### config.mk
export PLATFORM = sky130hd
export DESIGN_NAME = t2mc_timer
export DESIGN_NICKNAME = d
export VERILOG_FILES = /design/src/t2mc_pkg.sv /design/src/t2mc_timer.sv
export VERILOG_INCLUDE_DIRS = /design/src
export SDC_FILE = /design/constraint.sdc
export NUM_CORES = 1
export LEC_CHECK = 0
export BUFFER_PORTS_ARGS = -buffer_cell sky130_fd_sc_hd__buf_2
export CORE_UTILIZATION = 50
export DETAILED_ROUTE_END_ITERATION = 8
export PLACE_DENSITY = 0.69
export SYNTH_ARGS = -nofsm -noshare
export SYNTH_HDL_FRONTEND = slang
export SYNTH_SLANG_ARGS = --single-unit
### constraint.sdc
create_clock -name clk_in -period 3.2 [get_ports clk_in]
set_input_delay 0.64 -clock clk_in [delete_from_list [all_inputs] [get_ports clk_in]]
set_output_delay 0.64 -clock clk_in [all_outputs]
set_load 0.01 [all_outputs]
### src/t2mc_consts.svh
/*
 Constants for the timer two mode and configuration block: register
 addresses, field positions, reset values and the prescale count.
 Assumes an 8-bit special function register space with 4-bit pages.
*/
`ifndef T2MC_CONSTS_SVH
`define T2MC_CONSTS_SVH
`define T2MC_ADDR_CTRL     8'hc8
`define T2MC_ADDR_MODE     8'hc9
`define T2MC_ADDR_CAPL     8'hca
`define T2MC_ADDR_CAPH     8'hcb
`define T2MC_ADDR_CNTL     8'hcc
`define T2MC_ADDR_CNTH     8'hcd
`define T2MC_ADDR_MODE_EXT 8'h93
`define T2MC_ADDR_PINSEL   8'ha4
`define T2MC_PAGE_ONE      4'h1
`define T2MC_RESET_BYTE    8'h00
`define T2MC_FULL_BYTE     8'hff
`define T2MC_FULL_WORD     16'hffff
`define T2MC_DIV12_LAST    4'hb
`define T2MC_DIV12_ZERO    4'h0
// Mode register fields
`define T2MC_M_SPLIT  7
`define T2MC_M_LX12   6
`define T2MC_M_REXT   5
`define T2MC_M_X12    4
`define T2MC_M_LRUN   3
`define T2MC_M_RCLR   2
`define T2MC_M_CKOE   1
`define T2MC_M_MB0    0
// Extended mode register fields
`define T2MC_E_LCS    7
`define T2MC_E_IGN    6
`define T2MC_E_ALIAS  5
`define T2MC_E_CKS    4
`define T2MC_E_MB1    3
// Control register fields
`define T2MC_C_TF2    7
`define T2MC_C_EXTERNAL_FLAG   6
`define T2MC_C_B5     5
`define T2MC_C_B4     4
`define T2MC_C_FEXT   3
`define T2MC_C_RUN    2
`define T2MC_C_CT     1
`define T2MC_C_CRL    0
`endif

### src/t2mc_pkg.sv
/*
 Types for the timer two mode and configuration block.
 Assumes the constants header is included by the design file.
*/
package t2mc_pkg;
  // Same-clock event pulses from neighbouring blocks
  typedef struct packed {
    logic serial_timer_overflow;
    logic ext_int0_edge;
    logic timer0_overflow;
    logic comparator_event;
    logic keypad_event;
    logic ext_int2_edge;
  } t2mc_events_type;
  // Asynchronous pin-level inputs, synchronised before use
  typedef struct packed {
    logic [3:0] clock_pin;
    logic [3:0] external_trigger_pin;
    logic       serial0_receive_data;
    logic       crystal2_pin;
    logic       low_speed_oscillator;
    logic       comparator_output;
    logic       two_wire_clock_line;
  } t2mc_async_type;
endpackage : t2mc_pkg

### src/t2mc_timer.sv
/*
 Timer two: mode and configuration registers, count and capture/reload
 registers, clock source selection, split operation, external trigger
 handling and clock output with port remapping.
 Assumes a CPU register port on the same clock; read data is registered
 and valid one cycle after the address is presented.
*/
// Functional notes
// - Split bit set gives two 8-bit halves, clear gives one 16-bit timer
// - Low byte clock: system_clock/12, system_clock, serial overflow, INT0 edge
// - Rising trigger edges act only when enabled and not baud clocking
// - In baud use, enabled edges set external flag without capture/reload
// - 16-bit clock chosen from eight sources by three select bits
// - Low byte run bit starts and stops low byte in split mode
// - Run clear: high overflow in modes 0/1, capture event in modes 2/3
// - Clock-out enable drives overflow-derived square wave on output pin
// - Split clock-out toggles on low byte overflow, frequency halved
// - Mode code from split, mode bit1, capture bit, mode bit0; the code never reads mode bit1
// - Overflow ignore bit masks full-timer overflow interrupt, reset clear
// - Alias select maps control bits 5:4 to baud or low-byte bits
// - Three-bit capture source select chooses trigger among eight
// - Count low/high bytes at 0xCC/0xCD, read-write, reset zero
// - Capture/reload bytes at 0xCA/0xCB, loaded on capture, reload source
// - Two-bit port select routes clock and trigger pins
// - Extended mode register at 0x93 answers on page 1 only
// - Mode register at 0xC9, read-write, reset zero
`include "t2mc_consts.svh"
`timescale 1ns/1ns
`default_nettype none
module t2mc_timer (
  input  wire logic                     clk_in,
  input  wire logic                     reset_in,
  input  wire logic [7:0]               sfr_addr_in,
  input  wire logic [3:0]               sfr_page_in,
  input  wire logic                     sfr_wr_in,
  input  wire logic [7:0]               sfr_wdata_in,
  output logic      [7:0]               sfr_rdata_out,
  input  wire t2mc_pkg::t2mc_events_type events_in,
  input  wire t2mc_pkg::t2mc_async_type  async_in,
  output logic      [3:0]               clock_out_pin_out,
  output logic      [3:0]               clock_out_pin_oe_out,
  output logic                          timer_irq_out
);
  logic [7:0] mode_r, mode_ext_r, ctrl_r, pinsel_r;
  logic [7:0] cap_l_r, cap_h_r, cnt_l_r, cnt_h_r;
  logic [3:0] div_r;
  logic       cko_r, cap_prev_r, pin_prev_r;
  t2mc_pkg::t2mc_async_type sync1_r, sync2_r;

  // Register selects; page-one registers ignore other pages
  logic pg1, wr_mode, wr_ext, wr_ctrl, wr_pin;
  logic wr_capl, wr_caph, wr_cntl, wr_cnth;
  assign pg1     = sfr_page_in == `T2MC_PAGE_ONE;
  assign wr_mode = sfr_wr_in && sfr_addr_in == `T2MC_ADDR_MODE;
  assign wr_ext  = sfr_wr_in && pg1 && sfr_addr_in == `T2MC_ADDR_MODE_EXT;
  assign wr_pin  = sfr_wr_in && pg1 && sfr_addr_in == `T2MC_ADDR_PINSEL;
  assign wr_ctrl = sfr_wr_in && sfr_addr_in == `T2MC_ADDR_CTRL;
  assign wr_capl = sfr_wr_in && sfr_addr_in == `T2MC_ADDR_CAPL;
  assign wr_caph = sfr_wr_in && sfr_addr_in == `T2MC_ADDR_CAPH;
  assign wr_cntl = sfr_wr_in && sfr_addr_in == `T2MC_ADDR_CNTL;
  assign wr_cnth = sfr_wr_in && sfr_addr_in == `T2MC_ADDR_CNTH;

  // Field aliases
  logic split, low_run, rclr_en, ck_oe, main_run, baud, alias_sel;
  logic [1:0] psel;
  logic [2:0] csel;
  assign split     = mode_r[`T2MC_M_SPLIT];
  assign low_run   = mode_r[`T2MC_M_LRUN];
  assign rclr_en   = mode_r[`T2MC_M_RCLR];
  assign ck_oe     = mode_r[`T2MC_M_CKOE];
  assign main_run  = ctrl_r[`T2MC_C_RUN];
  assign alias_sel = mode_ext_r[`T2MC_E_ALIAS];
  assign baud      = ctrl_r[`T2MC_C_B5] | ctrl_r[`T2MC_C_B4];
  assign psel      = pinsel_r[7:6];
  assign csel      = mode_ext_r[2:0];

  // Two-flop synchroniser for every pin-level input
  // edges latched only if the source runs below half the clock
  always_ff @(posedge clk_in) begin
    sync1_r <= async_in;
    sync2_r <= sync1_r;
  end

  // Divide-by-twelve prescaler, free running
  always_ff @(posedge clk_in) begin
    if (reset_in || div_r == `T2MC_DIV12_LAST) begin
      div_r <= `T2MC_DIV12_ZERO;
    end else begin
      div_r <= div_r + 4'h1;
    end
  end
  logic tick12;
  assign tick12 = div_r == `T2MC_DIV12_LAST;

  // port routing of clock and trigger pins
  logic clk_pin, trig_pin;
  assign clk_pin  = sync2_r.clock_pin[psel];
  assign trig_pin = sync2_r.external_trigger_pin[psel];
  always_ff @(posedge clk_in) begin
    pin_prev_r <= reset_in ? 1'b0 : clk_pin;
  end
  logic pin_fall;
  assign pin_fall = pin_prev_r & ~clk_pin;

  logic low_tick;
  always_comb begin
    unique case ({mode_ext_r[`T2MC_E_LCS], mode_r[`T2MC_M_LX12]})
      2'b00: low_tick = tick12;
      2'b01: low_tick = 1'b1;
      2'b10: low_tick = events_in.serial_timer_overflow;
      2'b11: low_tick = events_in.ext_int0_edge;
    endcase
  end

  // low byte overflow only counts in split mode under its run bit
  logic low_ovf;
  assign low_ovf = split & low_run & low_tick & cnt_l_r == `T2MC_FULL_BYTE;

  // full or high byte clock source
  logic full_tick;
  always_comb begin
    unique case ({mode_ext_r[`T2MC_E_CKS], mode_r[`T2MC_M_X12],
                  ctrl_r[`T2MC_C_CT]})
      3'b000: full_tick = tick12;
      3'b001: full_tick = pin_fall;
      3'b010: full_tick = 1'b1;
      3'b011: full_tick = split ? low_ovf : events_in.ext_int0_edge;
      3'b100: full_tick = events_in.serial_timer_overflow;
      3'b101: full_tick = events_in.timer0_overflow;
      3'b110: full_tick = events_in.comparator_event;
      3'b111: full_tick = events_in.keypad_event;
    endcase
  end

  logic cap_src;
  always_comb begin
    unique case (csel)
      3'b000: cap_src = trig_pin;
      3'b001: cap_src = sync2_r.serial0_receive_data;
      3'b010: cap_src = sync2_r.crystal2_pin;
      3'b011: cap_src = events_in.ext_int2_edge;
      3'b100: cap_src = sync2_r.low_speed_oscillator;
      3'b101: cap_src = sync2_r.comparator_output;
      3'b110: cap_src = events_in.keypad_event;
      3'b111: cap_src = sync2_r.two_wire_clock_line;
    endcase
  end
  always_ff @(posedge clk_in) begin
    cap_prev_r <= reset_in ? 1'b0 : cap_src;
  end

  // enabled edges; capture or reload suppressed while baud clocking
  logic trig_ev, act_ev;
  assign trig_ev = (~cap_prev_r & cap_src & mode_r[`T2MC_M_REXT]) |
                   (cap_prev_r & ~cap_src & ctrl_r[`T2MC_C_FEXT]);
  assign act_ev  = trig_ev & ~baud;

  // mode decode: capture bit picks capture vs reload, bit0 auto-zero
  logic capt_mode, zero_mode;
  assign capt_mode = ctrl_r[`T2MC_C_CRL];
  assign zero_mode = ~split & capt_mode & mode_r[`T2MC_M_MB0];

  // Overflow events of each counter layout
  logic full_ovf, high_ovf;
  assign full_ovf = ~split & main_run & full_tick &
                    {cnt_h_r, cnt_l_r} == `T2MC_FULL_WORD;
  assign high_ovf = split & main_run & full_tick &
                    cnt_h_r == `T2MC_FULL_BYTE;

  // count and capture/reload; software writes win
  always_ff @(posedge clk_in) begin
    if (reset_in) begin
      cnt_l_r <= `T2MC_RESET_BYTE;
      cnt_h_r <= `T2MC_RESET_BYTE;
      cap_l_r <= `T2MC_RESET_BYTE;
      cap_h_r <= `T2MC_RESET_BYTE;
    end else begin
      if (~split && main_run && full_tick) begin
        if (full_ovf && !capt_mode) begin
          {cnt_h_r, cnt_l_r} <= {cap_h_r, cap_l_r};
        end else begin
          {cnt_h_r, cnt_l_r} <= {cnt_h_r, cnt_l_r} + 16'h0001;
        end
      end
      if (split && low_run && low_tick) begin
        cnt_l_r <= low_ovf ? cap_l_r : cnt_l_r + 8'h01;
      end
      if (split && main_run && full_tick) begin
        cnt_h_r <= high_ovf ? cap_h_r : cnt_h_r + 8'h01;
      end
      if (act_ev && capt_mode) begin
        cap_l_r <= cnt_l_r;
        cap_h_r <= cnt_h_r;
        if (zero_mode) begin
          {cnt_h_r, cnt_l_r} <= {`T2MC_RESET_BYTE, `T2MC_RESET_BYTE};
        end
      end else if (act_ev && ~split) begin
        {cnt_h_r, cnt_l_r} <= {cap_h_r, cap_l_r};
      end
      if (wr_cntl) cnt_l_r <= sfr_wdata_in;
      if (wr_cnth) cnt_h_r <= sfr_wdata_in;
      if (wr_capl) cap_l_r <= sfr_wdata_in;
      if (wr_caph) cap_h_r <= sfr_wdata_in;
    end
  end

  // hardware clear of the low run bit
  logic run_clr;
  // Split modes 2/3 are the capture codes, so the capture bit picks
  assign run_clr = rclr_en & split & (capt_mode ? act_ev : high_ovf);

  // mode register, clear wins only over software set of run
  always_ff @(posedge clk_in) begin
    if (reset_in) begin
      mode_r <= `T2MC_RESET_BYTE;
    end else begin
      if (wr_mode) mode_r <= sfr_wdata_in;
      if (run_clr) mode_r[`T2MC_M_LRUN] <= 1'b0;
    end
  end

  // Extended mode and pin select registers
  always_ff @(posedge clk_in) begin
    if (reset_in) begin
      mode_ext_r <= `T2MC_RESET_BYTE;
      pinsel_r   <= `T2MC_RESET_BYTE;
    end else begin
      if (wr_ext) mode_ext_r <= sfr_wdata_in;
      if (wr_pin) pinsel_r <= {sfr_wdata_in[7:6], 6'h00};
    end
  end

  // Flags: hardware set wins over a software clear in the same cycle
  logic set_tf2, set_low_byte_overflow_flag, set_external_flag;
  logic low_byte_overflow_flag_r, tl_ie_r;
  assign set_tf2  = (full_ovf & ~baud) | high_ovf;
  assign set_low_byte_overflow_flag = low_ovf;
  // external flag set on every enabled edge, baud use included
  assign set_external_flag = trig_ev;
  always_ff @(posedge clk_in) begin
    if (reset_in) begin
      ctrl_r  <= `T2MC_RESET_BYTE;
      low_byte_overflow_flag_r  <= 1'b0;
      tl_ie_r <= 1'b0;
    end else begin
      if (wr_ctrl) begin
        ctrl_r[`T2MC_C_FEXT:0] <= sfr_wdata_in[`T2MC_C_FEXT:0];
        ctrl_r[`T2MC_C_TF2]  <= sfr_wdata_in[`T2MC_C_TF2] | set_tf2;
        ctrl_r[`T2MC_C_EXTERNAL_FLAG] <= sfr_wdata_in[`T2MC_C_EXTERNAL_FLAG] | set_external_flag;
      end else begin
        ctrl_r[`T2MC_C_TF2]  <= ctrl_r[`T2MC_C_TF2] | set_tf2;
        ctrl_r[`T2MC_C_EXTERNAL_FLAG] <= ctrl_r[`T2MC_C_EXTERNAL_FLAG] | set_external_flag;
      end
      // bits 5:4 reach baud selects or low-byte flag and enable
      if (wr_ctrl && !alias_sel) begin
        ctrl_r[`T2MC_C_B5] <= sfr_wdata_in[`T2MC_C_B5];
        ctrl_r[`T2MC_C_B4] <= sfr_wdata_in[`T2MC_C_B4];
      end
      if (wr_ctrl && alias_sel) begin
        low_byte_overflow_flag_r  <= sfr_wdata_in[`T2MC_C_B5] | set_low_byte_overflow_flag;
        tl_ie_r <= sfr_wdata_in[`T2MC_C_B4];
      end else begin
        low_byte_overflow_flag_r  <= low_byte_overflow_flag_r | set_low_byte_overflow_flag;
      end
    end
  end

  always_ff @(posedge clk_in) begin
    if (reset_in) begin
      timer_irq_out <= 1'b0;
    end else begin
      timer_irq_out <= (ctrl_r[`T2MC_C_TF2] & ~mode_ext_r[`T2MC_E_IGN]) |
                       ctrl_r[`T2MC_C_EXTERNAL_FLAG] | (low_byte_overflow_flag_r & tl_ie_r);
    end
  end

  // clock out toggles on overflow, halving the overflow rate
  always_ff @(posedge clk_in) begin
    if (reset_in || !ck_oe) begin
      cko_r <= 1'b0;
    end else if (split ? low_ovf : full_ovf) begin
      cko_r <= ~cko_r;
    end
  end
  // value copied to all four pins; enable only on the selected pin while driving
  always_ff @(posedge clk_in) begin
    if (reset_in) begin
      clock_out_pin_out    <= 4'h0;
      clock_out_pin_oe_out <= 4'h0;
    end else begin
      clock_out_pin_out    <= {4{cko_r}};
      clock_out_pin_oe_out <= (ck_oe ? 4'h1 : 4'h0) << psel;
    end
  end

  // Registered read; unmapped addresses read zero
  always_ff @(posedge clk_in) begin
    if (reset_in) begin
      sfr_rdata_out <= `T2MC_RESET_BYTE;
    end else begin
      unique case (sfr_addr_in)
        `T2MC_ADDR_CTRL: sfr_rdata_out <= alias_sel ?
          {ctrl_r[7:6], low_byte_overflow_flag_r, tl_ie_r, ctrl_r[3:0]} : ctrl_r;
        `T2MC_ADDR_MODE: sfr_rdata_out <= mode_r;
        `T2MC_ADDR_CAPL: sfr_rdata_out <= cap_l_r;
        `T2MC_ADDR_CAPH: sfr_rdata_out <= cap_h_r;
        `T2MC_ADDR_CNTL: sfr_rdata_out <= cnt_l_r;
        `T2MC_ADDR_CNTH: sfr_rdata_out <= cnt_h_r;
        `T2MC_ADDR_MODE_EXT:
          sfr_rdata_out <= pg1 ? mode_ext_r : `T2MC_RESET_BYTE;
        `T2MC_ADDR_PINSEL:
          sfr_rdata_out <= pg1 ? pinsel_r : `T2MC_RESET_BYTE;
        default: sfr_rdata_out <= `T2MC_RESET_BYTE;
      endcase
    end
  end

  property p_low_wrap;
    @(posedge clk_in) disable iff (reset_in)
    low_ovf && !wr_cntl |=> cnt_l_r == $past(cap_l_r);
  endproperty
  a_low_wrap: assert property (p_low_wrap)
    else $error("Low byte did not reload on overflow");

  property p_low_hold;
    @(posedge clk_in) disable iff (reset_in)
    split && !low_run && !wr_cntl && !act_ev |=> $stable(cnt_l_r);
  endproperty
  a_low_hold: assert property (p_low_hold)
    else $error("Stopped low byte changed");

  property p_no_edge;
    @(posedge clk_in) disable iff (reset_in)
    !mode_r[`T2MC_M_REXT] && !ctrl_r[`T2MC_C_FEXT] && !wr_ctrl
      && !ctrl_r[`T2MC_C_EXTERNAL_FLAG] |=> !ctrl_r[`T2MC_C_EXTERNAL_FLAG];
  endproperty
  a_no_edge: assert property (p_no_edge)
    else $error("External flag set with edges disabled");

  property p_baud_edge;
    @(posedge clk_in) disable iff (reset_in)
    baud && trig_ev && !wr_capl |=> ctrl_r[`T2MC_C_EXTERNAL_FLAG]
      && $stable(cap_l_r);
  endproperty
  a_baud_edge: assert property (p_baud_edge)
    else $error("Baud edge mishandled");

  property p_run_clr;
    @(posedge clk_in) disable iff (reset_in)
    rclr_en && split && !capt_mode && high_ovf |=> !low_run;
  endproperty
  a_run_clr: assert property (p_run_clr)
    else $error("Low run not cleared by high overflow");

  property p_no_clkout;
    @(posedge clk_in) disable iff (reset_in)
    !ck_oe ##1 !ck_oe |=> clock_out_pin_oe_out == 4'h0
      && clock_out_pin_out == 4'h0;
  endproperty
  a_no_clkout: assert property (p_no_clkout)
    else $error("Clock output active while disabled");

  property p_split_toggle;
    @(posedge clk_in) disable iff (reset_in)
    ck_oe && split && low_ovf && !wr_mode |=> cko_r != $past(cko_r);
  endproperty
  a_split_toggle: assert property (p_split_toggle)
    else $error("Clock out missed low byte overflow");

  property p_ignore;
    @(posedge clk_in) disable iff (reset_in)
    ctrl_r[`T2MC_C_TF2] && !mode_ext_r[`T2MC_E_IGN] |=> timer_irq_out;
  endproperty
  a_ignore: assert property (p_ignore)
    else $error("Overflow interrupt not raised");

  property p_page;
    @(posedge clk_in) disable iff (reset_in)
    sfr_wr_in && !pg1 && sfr_addr_in == `T2MC_ADDR_MODE_EXT
      |=> $stable(mode_ext_r);
  endproperty
  a_page: assert property (p_page)
    else $error("Extended mode written off page one");

  property p_reset;
    @(posedge clk_in) reset_in |=> mode_r == `T2MC_RESET_BYTE;
  endproperty
  a_reset: assert property (p_reset)
    else $error("Mode register not zero after reset");
endmodule : t2mc_timer
`default_nettype wire

# After elaboration in Yosys (flattened, before gate mapping)
# Index checks and enable logic that the tools add are counted.
# word_totals
reg_bits	107
latchBits	0
mem_bits_rw	0
mem_bits_ro	0
inputBits	42
output_inout_bits	17
memories	0
# op_classes
n_addsub	4
multipliers	0
div	0
magnitude_cmp	1
n_eq_ne	30
n_shift	1
mux	37
bitwise	40
n_reduce_logical	31
# op_table
cell	n
8-bit two-way mux	22
8-bit equality test, second input constant	10
8-bit one-hot mux with 8 select lines	1
3-bit equality test, second input constant	8
1-bit bitwise AND	22
1-bit logical AND	20
16-bit by 1-bit adder with 16-bit output, second input constant	1
8-bit by 1-bit adder with 8-bit output, second input constant	2
16-bit equality test, second input constant	1
1-bit one-hot mux with 8 select lines	2
3-bit by 2-bit equality test with 1-bit output, second input constant	4
1-bit bitwise OR	11
1-bit two-way mux	7
1-bit NOT	7
3-bit by 1-bit equality test with 1-bit output, second input constant	2
3-bit logical NOT	2
6-bit two-way mux	1
4-bit by 1-bit adder with 4-bit output, second input constant	1
1-bit binary-select mux with 2-bit select	2
2-bit equality test, second input constant	2
4-bit by 1-bit equality test with 1-bit output, second input constant	1
4-bit equality test, second input constant	1
1-bit one-hot mux with 4 select lines	1
2-bit nonzero test	2
other kinds (8)	11

# Longest topological paths before layout
# Gate-level depths: netlist (run 1).
# logic_depth
depth_word	15
depth_mapped	12
depth_no_buf	8

# Worst setup path after synthesis (run 1)
# OpenSTA, ideal clock, no wires.
# synth_timing
path_kind	input -> register
start	input events_in[4] (netlist name)
end	register cnt_l_r[4]
setup_time_ps	79
arrival_ps	2607
required_time_ps	3121
setup_slack_ps	514
path_stages	7
path_cell_list	and3b_1 a211oi_2 a32oi_2 a211oi_2 mux2_2 or4_1 o221ai_2
# synth_between
elab_chain_len	14
elab_cells_between_ends	18
# synth_rtl
item	line	text
start, declared	t2mc_timer.sv:38	input wire t2mc_pkg::t2mc_events_type events_in,
1-bit one-hot mux with 4 select lines	t2mc_timer.sv:107	unique case ({mode_ext_r[`T2MC_E_LCS], mode_r[`T2MC_M_LX12]})
1-bit bitwise AND	t2mc_timer.sv:117	assign low_ovf = split & low_run & low_tick & cnt_l_r == `T2MC_FULL_BYTE;
1-bit bitwise AND (no source line)	n/a	
1-bit two-way mux	t2mc_timer.sv:127	3'b011: full_tick = split ? low_ovf : events_in.ext_int0_edge;
1-bit one-hot mux with 8 select lines	t2mc_timer.sv:122	unique case ({mode_ext_r[`T2MC_E_CKS], mode_r[`T2MC_M_X12],
1-bit bitwise AND	t2mc_timer.sv:165	assign full_ovf = ~split & main_run & full_tick &
1-bit bitwise AND (no source line)	n/a	
1-bit logical AND	t2mc_timer.sv:179	if (full_ovf && !capt_mode) begin
8-bit two-way mux	t2mc_timer.sv:179	
8-bit two-way mux	t2mc_timer.sv:178	if (~split && main_run && full_tick) begin
8-bit two-way mux (*)	t2mc_timer.sv:185	if (split && low_run && low_tick) begin
8-bit two-way mux, on equally long branches	t2mc_timer.sv:197, t2mc_timer.sv:194	
8-bit two-way mux (*)	t2mc_timer.sv:191	if (act_ev && capt_mode) begin
8-bit two-way mux (*)	t2mc_timer.sv:200	if (wr_cntl) cnt_l_r <= sfr_wdata_in;
end signal, assigned	t2mc_timer.sv:186	cnt_l_r <= low_ovf ? cap_l_r : cnt_l_r + 8'h01;
end signal, assigned	t2mc_timer.sv:198	{cnt_h_r, cnt_l_r} <= {cap_h_r, cap_l_r};
end signal, assigned	t2mc_timer.sv:200	
end, declared	t2mc_timer.sv:45	logic [7:0] cap_l_r, cap_h_r, cnt_l_r, cnt_h_r;
# Every way passes the cells marked *; elsewhere a longest branch is shown, timed or not.
# A chain may end at the register's enable or synchronous reset.

# Worst setup path after layout (run 1)
# layout_timing
start	register cnt_l_r[1]
end	register cnt_l_r[4]
# layout_between
elab_chain_len	13
elab_cells_between_ends	19
# layout_rtl
item	line	text
start signal, assigned	t2mc_timer.sv:173	cnt_l_r <= `T2MC_RESET_BYTE;
start signal, assigned	t2mc_timer.sv:180	{cnt_h_r, cnt_l_r} <= {cap_h_r, cap_l_r};
start signal, assigned	t2mc_timer.sv:182	{cnt_h_r, cnt_l_r} <= {cnt_h_r, cnt_l_r} + 16'h0001;
8-bit equality test (no source line)	n/a	
1-bit bitwise AND (no source line)	n/a	
1-bit two-way mux	t2mc_timer.sv:127	
1-bit one-hot mux with 8 select lines	t2mc_timer.sv:122	
1-bit bitwise AND	t2mc_timer.sv:165	
1-bit bitwise AND (no source line)	n/a	
1-bit logical AND	t2mc_timer.sv:179	
8-bit two-way mux	t2mc_timer.sv:179	
8-bit two-way mux	t2mc_timer.sv:178	
8-bit two-way mux (*)	t2mc_timer.sv:185	
8-bit two-way mux, on equally long branches	t2mc_timer.sv:197, t2mc_timer.sv:194	
8-bit two-way mux (*)	t2mc_timer.sv:191	
8-bit two-way mux (*)	t2mc_timer.sv:200	
# Marked as above.

==> results.md, run 1 <==
* Status: finished, final reports clean
* Fin. Hold Viols at 0
* Clk_lat worst skew at 370 ps
* # port buffers at between 50 and 60
* Clock Skews at around 9.4 ps
* Sink Count at 107
* All-Layer GR Usage at 33.19%
* Flop and latch count out of synthesis at 107
* Mean routed wirelength per cell at around 21 microns
* Layout area overhead at 12.57%
* ANT nets after route at 0
* Final number of setup-violating endpoints at 0
* Worst hold path class: reg -> reg
* Slowest CP cell: or4_1
* Vias in the first global route at 5317
* Post-DP Area at 0.006178 sq mm
* Worst Path Arrival at between 3000 and 4000 ps
* CP startpoint kind: register
* Root buffer cell: clkbuf_16
* # IOs at 59
* Pins over their slew limit at 0
* Syn avg cell area at 8.341 sq um
* RSZ-0062 raised after global routing: no
* Die Ht at 109.4 microns
* RD Place Congestion at 0.9764
* H-tree levels at 3
* Required @ worst endpoint at around 3500 ps
* Power Density at slightly above 400 mW/mm^2
* Number of core rows at 38
* Dpl ws at roughly 290 ps
* Routed via count at 5639
* Fin util at between 50% and 60%
* Hpwl dp at ~13000 microns
* Yosys Warn Count at 0
* Largest net degree at the start of global routing at 51
* Number of detailed-route iterations in the first pass at 5
* Peak Freq at 338.2 MHz
* Netlist cell types at 72
* Final min period at slightly below 3000 ps
* Post-synth EDFFs at 0
* Predominant post-synthesis flop cell: dfxtp_1
* Setup ws final at about 240 ps
* Vias per Instance at 6.437
* Most frequent cells after synthesis: dfxtp_1, nand2_1, nor2_1
* Clk buf depth at 2
* Asr flop ratio synth at 0%
* Post-cts sizing count at 0
* Crit path max fanout at 7
* Relative slew slack at between 30% and 40%
* DRC viols at 0
* Critical path endpoint category: register
* Core area at 0.01103 sq mm
* TritonCTS clock tree: built
* Routed WL at 18810 microns
* Global-route wire length before repair at 29270 microns
* Setup_tns at 0 ps
* Leak at around 2.5 nW
* Die area at between 0.01 and 0.015 sq mm
* Synth top area share at 37.11%
* Crit path from: cnt_l_r[1]
* Mapped Area at a little under 0.006 sq mm
* Crit path cell chain: ha_1 > and4_1 > and2_1 > a32oi_2 > a211oi_2 > mux2_2 > or4_1 > o221ai_2
* GR Overflow Total at 0
* Largest area contributor in the netlist: dfxtp_1
* RR Startpoint: cnt_l_r[1]
* Nets at 776
* Die W at 109.4 microns
* Reg2reg setup slack at between 200 and 250 ps
* CTS Hold Bufs at 0
* Diodes inserted at 0
* Postcts setup bufs at 0
* Synth area leaders: dfxtp_1, mux2i_1, nand2_1
* Max incr delay on CP at 520 ps
* Initial Utilization at 52.33%
* Final critical-path share of the clock period at 92.39%
* Setup crit end: cnt_l_r[4]
* Max-cap violations at 0
* CTS Buf Count at 9
* 1st-iter DRT viols at 643
* Crit Path Class: reg -> reg
* Layout cell share with drive strength beyond 1 at approximately 18%
* Fin area at 0.006497 sq mm
* Most common cell in the netlist: dfxtp_1
* Initial antenna violation count at 0
* Worst Tran Pin Value at 1019 ps
* Worst Reg2Reg Path Length in Cells at 8
* Cells after Synth at 692
* Clock-pin slew of the registers on the worst-case setup and hold paths at 80 ps
* Seq/Total Area, Yosys at 37.11%
* Net Count, Synth at 737
* Worst vdd ir at about 0.52 mV
* FF-to-FF End: cnt_l_r[4]
per-stage QoR:
step | power (mW) | hold slack [ps] | instances
after global routing | 2.746 | 336.9 | 876
final | 2.673 | 330.3 | 876
after detailed placement | 1.507 | 312.1 | 860
after global placement | 1.504 | 311.7 | 860
after CTS | 2.685 | 330.2 | 876
after floorplan | 1.451 | 309.6 | 692
layout make-up:
cell class                 count  area (sq um)
tap                          140         175.2
clock buffer                   9         225.2
inverter                       9         33.78
fill                         991          4533
sequential                   107          2142
multi-input combinational    512          3269
clock inverter                 7         93.84
timing repair buffer          92         558.0
power breakdown:
part           internal, mW  total, mW  switching [mW]
Combinational        0.0419      0.117          0.0747
Clock                 0.629       1.19           0.565
Sequential             1.35       1.36         0.00855
Total                  2.02       2.67           0.649
worst max-delay path, delay by kind of cell, from the launching register on:
family	cells	cell delay, ps
compound gates	3	600
flops	1	440
simple gates	3	1160
mux	1	390
fa+ha+maj	1	280
state kept, by name, indices dropped and copies added, names as in the netlist:
signal / cells
tl_ie_r: 1
mode_r: 8
cap_prev_r: 1
timer_irq_out: 1
clock_out_pin_out: 1
cnt_l_r: 8
mode_ext_r: 8
sync1_r: 13
cnt_h_r: 8
low_byte_overflow_flag_r: 1
clock_out_pin_oe_out: 4
cko_r: 1
cap_l_r: 8
pinsel_r: 2
pin_prev_r: 1
ctrl_r: 8
cap_h_r: 8
sync2_r: 13
sfr_rdata_out: 8
div_r: 4
worst min path at each step:
stage,slack (ps),endpoint,startpoint,cells after the start
final,330,sync2_r[4],sync1_r[4],0
after global routing,340,sync2_r[4],sync1_r[4],0
after CTS,330,sync2_r[4],sync1_r[4],0
after detailed placement,310,sync2_r[4],sync1_r[4],0
after global placement,310,sync2_r[5],sync1_r[5],0
after floorplan,310,sync2_r[0],sync1_r[0],0
placed cells by master (no fill, tap or decap), types with 4 or more instances in the layout:
cell type / instances
mux2_2: 5
and3b_1: 4
o21ai_0: 24
a21o_1: 5
nand4_1: 4
a31oi_1: 15
buf_2: 58
a222oi_1: 6
inv_1: 9
a211oi_1: 22
nor2b_1: 8
a22oi_1: 9
clkbuf_16: 9
a221oi_1: 4
o211ai_1: 4
nor3b_1: 5
nand3_1: 26
nand2_1: 84
buf_4: 33
a21oi_1: 49
xnor2_1: 6
o31a_1: 5
mux2i_1: 50
and2_1: 6
a311o_1: 5
and3_1: 10
nor2_1: 73
nor3_1: 9
a211o_1: 4
dfxtp_1: 107
layer usage:
metal / up-vias / share of wire, % / GRT usage (%)
li1: 2603 / - / -
met4: 0 / 3.9 / 15.71
met5: - / 0 / 0
met1: 2644 / 41 / 42.62
met3: 59 / 10 / 8.536
met2: 333 / 45 / 51.89
cells by family after synthesis:
logic type | after synthesis | share of synthesized area [%]
mux | 57 | 10.43
flops | 107 | 37.11
compound gates | 186 | 22.52
fa+ha+maj | 3 | 0.6504
simple gates | 258 | 21.83
buf+inv | 73 | 6.243
xor+xnor | 8 | 1.214
No activity file was read; power rests on OpenSTA's default activity.
==> run 2, diff against run 1 <==
Settings changed: CORE_ASPECT_RATIO set to 0.5.
==> run 2 against run 1 <==
Compared with the run above: via count shrank 0.46%; first-iteration DRC count grew 9.0%; global-route usage shrank 2.8 points; clock skew grew 4.4 ps; die area grew 0.22%; setup slack lost 46 ps; clock power is essentially flat; critical path depth is the same; cell count grew 0.23%.
==> results.md, run 2 (synthesis gave the netlist of run 1 again) <==
* Die Ht at 77.97 microns
* Most common cell after layout, fill and taps aside: dfxtp_1
* Root buffer cell: clkbuf_16
* TritonCTS clock tree: built
* Fin util at approximately three fifths
* Largest net degree at the start of global routing at 50
* Vias per Instance at 6.393
* CTS Hold Bufs at 0
* Routed WL at 17770 microns
* GR Overflow Total at 0
* Diodes inserted at 0
* FF-to-FF End: cnt_l_r[4]
* Reg2reg setup slack at 200 ps
* 1st-iter DRT viols at around 700
* Vias in the first global route at 5086
* Seq pwr share at 50.4%
* Worst Reg2Reg Path Length in Cells at 8
* Final number of setup-violating endpoints at 0
* Die area at 0.01200 sq mm
* Crit path from: cnt_l_r[0]
* Pins over their slew limit at 0
* CP startpoint kind: register
* Sw Ratio at 24.56%
* Hpwl dp at 12590 microns
* Critical path endpoint category: register
* Initial Utilization at 51.93%
* P_int at 2.037 mW
* Biggest regs: sync1_r x13, sync2_r x13
* H-tree levels at 3
* Layout cell share with drive strength beyond 1 at 17.60%
* Relative slew slack at between 30 and 40%
* Status: finished, final reports clean
* Design Power at 2.700 mW
* ANT nets after route at 0
* Final critical-path share of the clock period at 93.83%
* Commonest cells after routing, fill and taps aside: dfxtp_1, nand2_1, nor2_1
* RR Startpoint: cnt_l_r[0]
* Initial antenna violation count at 0
* Clock-pin slew of the registers on the worst-case setup and hold paths at 80 ps
* Final min period at 3002 ps
* Postcts setup bufs at 0
* Fin. Hold Viols at 0
* Worst Path Arrival at 3270 ps
* Sink Count at 107
* Final non-filler cell total at 878
* Crit path max fanout at 9
* Global-route wire length before repair at 28110 microns
* CTS Buf Count at 9
* Setup_tns at 0 ps
* # IOs at 59
* Clk_lat worst skew at 350 ps
* Number of core rows at 27
* Worst hold path class: reg -> reg
* Power Density at 416.4 mW/mm^2
* Crit Path Class: reg -> reg
* Max-cap violations at 0
* Post-cts sizing count at 0
* Worst Tran Pin Value at 989.2 ps
* Crit path cell chain: ha_1 > and4_1 > and2_1 > a32oi_2 > a211oi_2 > mux2_2 > or4_1 > o221ai_2
* Leak at 2.513 nW
* Layout area overhead at 12.36%
* # port buffers at 58
* DP Cell Count at 862
* Setup crit end: cnt_l_r[4]
* Worst vdd ir at between 0.2 and 0.3 mV
* Combinational group share of total power at 4.2%
* Number of detailed-route iterations in the first pass at 5
* Clock Skews at around 14 ps
* Mean routed wirelength per cell at 20.24 microns
* Slowest CP cell: dfxtp_1
* Core area at about 0.011 sq mm
* RD Place Congestion at 0.9550
* DRC viols at 0
* Nets at 773
* Max incr delay on CP at 520 ps
* Clk buf depth at 2
* Required @ worst endpoint at ~3500 ps
* All-Layer GR Usage at slightly above 30%
* Fin Hold WS at 325.9 ps
* Die W at 153.9 microns
* Routed via count at 5613
* RSZ-0062 raised after global routing: no
* Power share of the clock group at a little under half
* P_sw at roughly 0.66 mW
* Peak Freq at 333.1 MHz
## run 2: per-layer routing
metal	GRT usage [%]	share of wire, %
met2	45.59	42
met1	43.22	45
met4	8.400	2.4
met3	7.039	11
met5	0	0
## run 2: final cells by class
type	count	area (sq um)
Clock buffer	9	225.2
Clock inverter	7	110.1
Fill cell	989	4629
Inverter	9	33.78
Multi-Input combinational cell	512	3269
Sequential cell	107	2142
Tap cell	145	181.4
Timing Repair Buffer	89	523.0
## run 2: power groups by stage
stage | Combinational, mW | Sequential [mW] | Clock (mW)
global placement | 0.110 | 1.39 | 0
floorplan | 0.0612 | 1.39 | 0
global route | 0.124 | 1.36 | 1.28
finish | 0.115 | 1.36 | 1.22
CTS | 0.113 | 1.36 | 1.24
detailed placement | 0.112 | 1.39 | 0
## run 2: stage by stage
step / cell area (sq um) / setup slack [ps]
after CTS: 6485 / 279.7
after detailed placement: 6150 / 300.0
after global placement: 6150 / 340.6
final: 6485 / 197.6
after floorplan: 5772 / 514.0
after global routing: 6485 / 81.51
## run 2: worst max-delay path, delay by kind of cell, from the launching register on
family                     cells  cell delay (ps)
and+or+nand+nor                3             1150
AOI/OAI and AO/OA              3              550
DFF                            1              520
muxes                          1              380
adders and majority gates      1              330
## run 2: worst min-delay path by stage
stage | endpoint | start | cells after the start | slack (ps)
after floorplan | sync2_r[0] | sync1_r[0] | 0 | 310
after global placement | sync2_r[0] | sync1_r[0] | 0 | 310
after detailed placement | sync2_r[3] | sync1_r[3] | 0 | 310
after CTS | sync2_r[3] | sync1_r[3] | 0 | 330
after global routing | sync2_r[2] | sync1_r[2] | 0 | 330
final | sync2_r[3] | sync1_r[3] | 0 | 330
==> run 3, diff against run 2 <==
Settings changed: PLACE_DENSITY 0.69 to 0.72.
Clock period 3.2 ns to 2.5 ns, I/O delays scaled along.
==> run 3 against run 2 <==
Compared with the run above: the run now ends with setup timing left; critical path depth decreased by 1; cell count increased by 6.2%; non-clock buffer count increased by 54; cell area increased by 8.4%; clock power increased by 20%; via count increased by 3.1%; flip-flop and latch count unchanged; sequential power increased by 28%; combinational power increased by 39%; total power increased by 25%; core utilization increased by 4.9 points; global-route usage increased by 2.2 points.
==> results.md, run 3 (synthesis gave the netlist of run 1 again) <==
* H-tree levels at 3
* Number of detailed-route iterations in the first pass at 5
* Fin util at between 60% and 70%
* Vias in the first global route at ~5400
* Hpwl dp at roughly 14000 microns
* Power Density at roughly 480 mW/mm^2
* Setup_tns at -92.09 ps
* Clock Skews at between 10 and 15 ps
* Status: complete, but fails checks
* Final number of setup-violating endpoints at 3
* Die area at about 0.012 sq mm
* Max-cap violations at 0
* Leak at 2.798 nW
* DRC viols at 0
* Worst Tran Pin Value at around 830 ps
* Clk buf depth at 2
* Pins over their slew limit at 0
* Worst Path Arrival at 2810 ps
* Worst vdd ir at 0.3649 mV
* Vias per Instance at 6.209
* Final critical-path share of the clock period at 101.8%
* Number of core rows at 27
* Crit path from: pinsel_r[6]
* Worst hold path class: in -> reg
* Largest net degree at the start of global routing at 37
* All-Layer GR Usage at 32.52%
* Required @ worst endpoint at 2760 ps
* Crit path max fanout at 16
* GR Overflow Total at 0
* Layout cell share with drive strength beyond 1 at 25.29%
* CTS Hold Bufs at 0
* Clk_lat worst skew at 360 ps
* Relative slew slack at 44.34%
* # IOs at 59
* Die W at between 150 and 200 microns
* Routed WL at approximately 19000 microns
* Setup ws final at -45.82 ps
* Commonest cells after routing, fill and taps aside: dfxtp_1, nand2_1, buf_4
* Biggest regs: sync1_r x13, sync2_r x13
* Design Power at between 3 and 4 mW
* Hold Crit Start: async_in[7]
* ANT nets after route at 0
* CTS Buf Count at 9
* Mean routed wirelength per cell at 20.20 microns
* CP startpoint kind: register
* Global-route wire length before repair at around 30000 microns
* Sink Count at around 110
* Fin. Hold Viols at 0
* Dpl ws at -92.86 ps
* # port buffers at a little under 60
* Clock-pin slew of the registers on the worst-case setup and hold paths at 80 ps
* Number of fillers in the final layout at 924
* Failing checks: setup timing
* Layout area overhead at 21.76%
* Nets at 827
* RR Startpoint: pinsel_r[6]
* TritonCTS clock tree: built
* Final min period at 2546 ps
* Most common cell after layout, fill and taps aside: dfxtp_1
* Root buffer cell: clkbuf_16
* Routed via count at 5787
* Critical path endpoint category: register
* Initial antenna violation count at 0
* RD Place Congestion at approximately 0.96
* 1st-iter DRT viols at roughly 630
* Diodes inserted at 0
* Die Ht at 77.97 microns
* Reg2reg setup slack at -50 ps
* Initial Utilization at between 50% and 60%
* Peak Freq at 392.8 MHz
* RSZ-0062 raised after global routing: yes
* Crit Path Class: reg -> reg
* Core area at between 0.01 and 0.015 sq mm
## run 3: per-layer routing
metal,share of wire [%],vias up,global-route usage (%)
li1,-,2709,-
met1,44,2701,44.30
met2,42,329,48.41
met3,12,48,9.106
met4,2.7,0,13.00
met5,0,-,0
## run 3: path summary, 6_finish.rpt
path,end,cells past startpoint
worst max register to register,cap_l_r[4],7
worst min register to register,sync2_r[7],0
worst min-delay path,sync1_r[7],1
worst max-delay path,cap_l_r[4],7
## run 3: stage by stage
step	instance area, sq um	cells	hold WS, ps
3_5_place_dp	6616	914	312.1
4_1_cts	6967	931	227.1
3_3_place_gp	6616	914	310.2
5_1_grt	7028	932	223.5
2_1_floorplan	5792	692	309.6
6_report	7028	932	233.1
## run 3: repair_timing
| item | 4_1_cts | 5_1_grt |
|---|---|---|
| gates resized for setup | 6 | 14 |
| pin swaps | 2 | 6 |
| buffers inserted | 1 | 1 |
| setup endpoints to repair | 25 | 34 |
## run 3: area by class of cell
cell class,count,area (sq um),share of cell area [%]
multi-input combinational,512,3352,47.69
sequential,107,2146,30.53
timing repair buffer,143,1002,14.26
clock buffer,9,225.2,3.205
tap,145,181.4,2.581
clock inverter,7,87.58,1.246
inverter,9,33.78,0.4807
## run 3: where the power goes
part	leakage, nW	switching (mW)	internal [mW]
clock	0.148	0.747	0.718
combinational	1.78	0.0988	0.0609
sequential	0.874	0.0103	1.73
total	2.80	0.856	2.51
## run 3: critical path, stage by stage, from the launching register on
cell	delay, ps
dfxtp_2	350
buf_6	110
or4_4	550
a311o_1	350
a2111o_1	490
buf_12	210
mux2i_1	120
a211oi_1	260
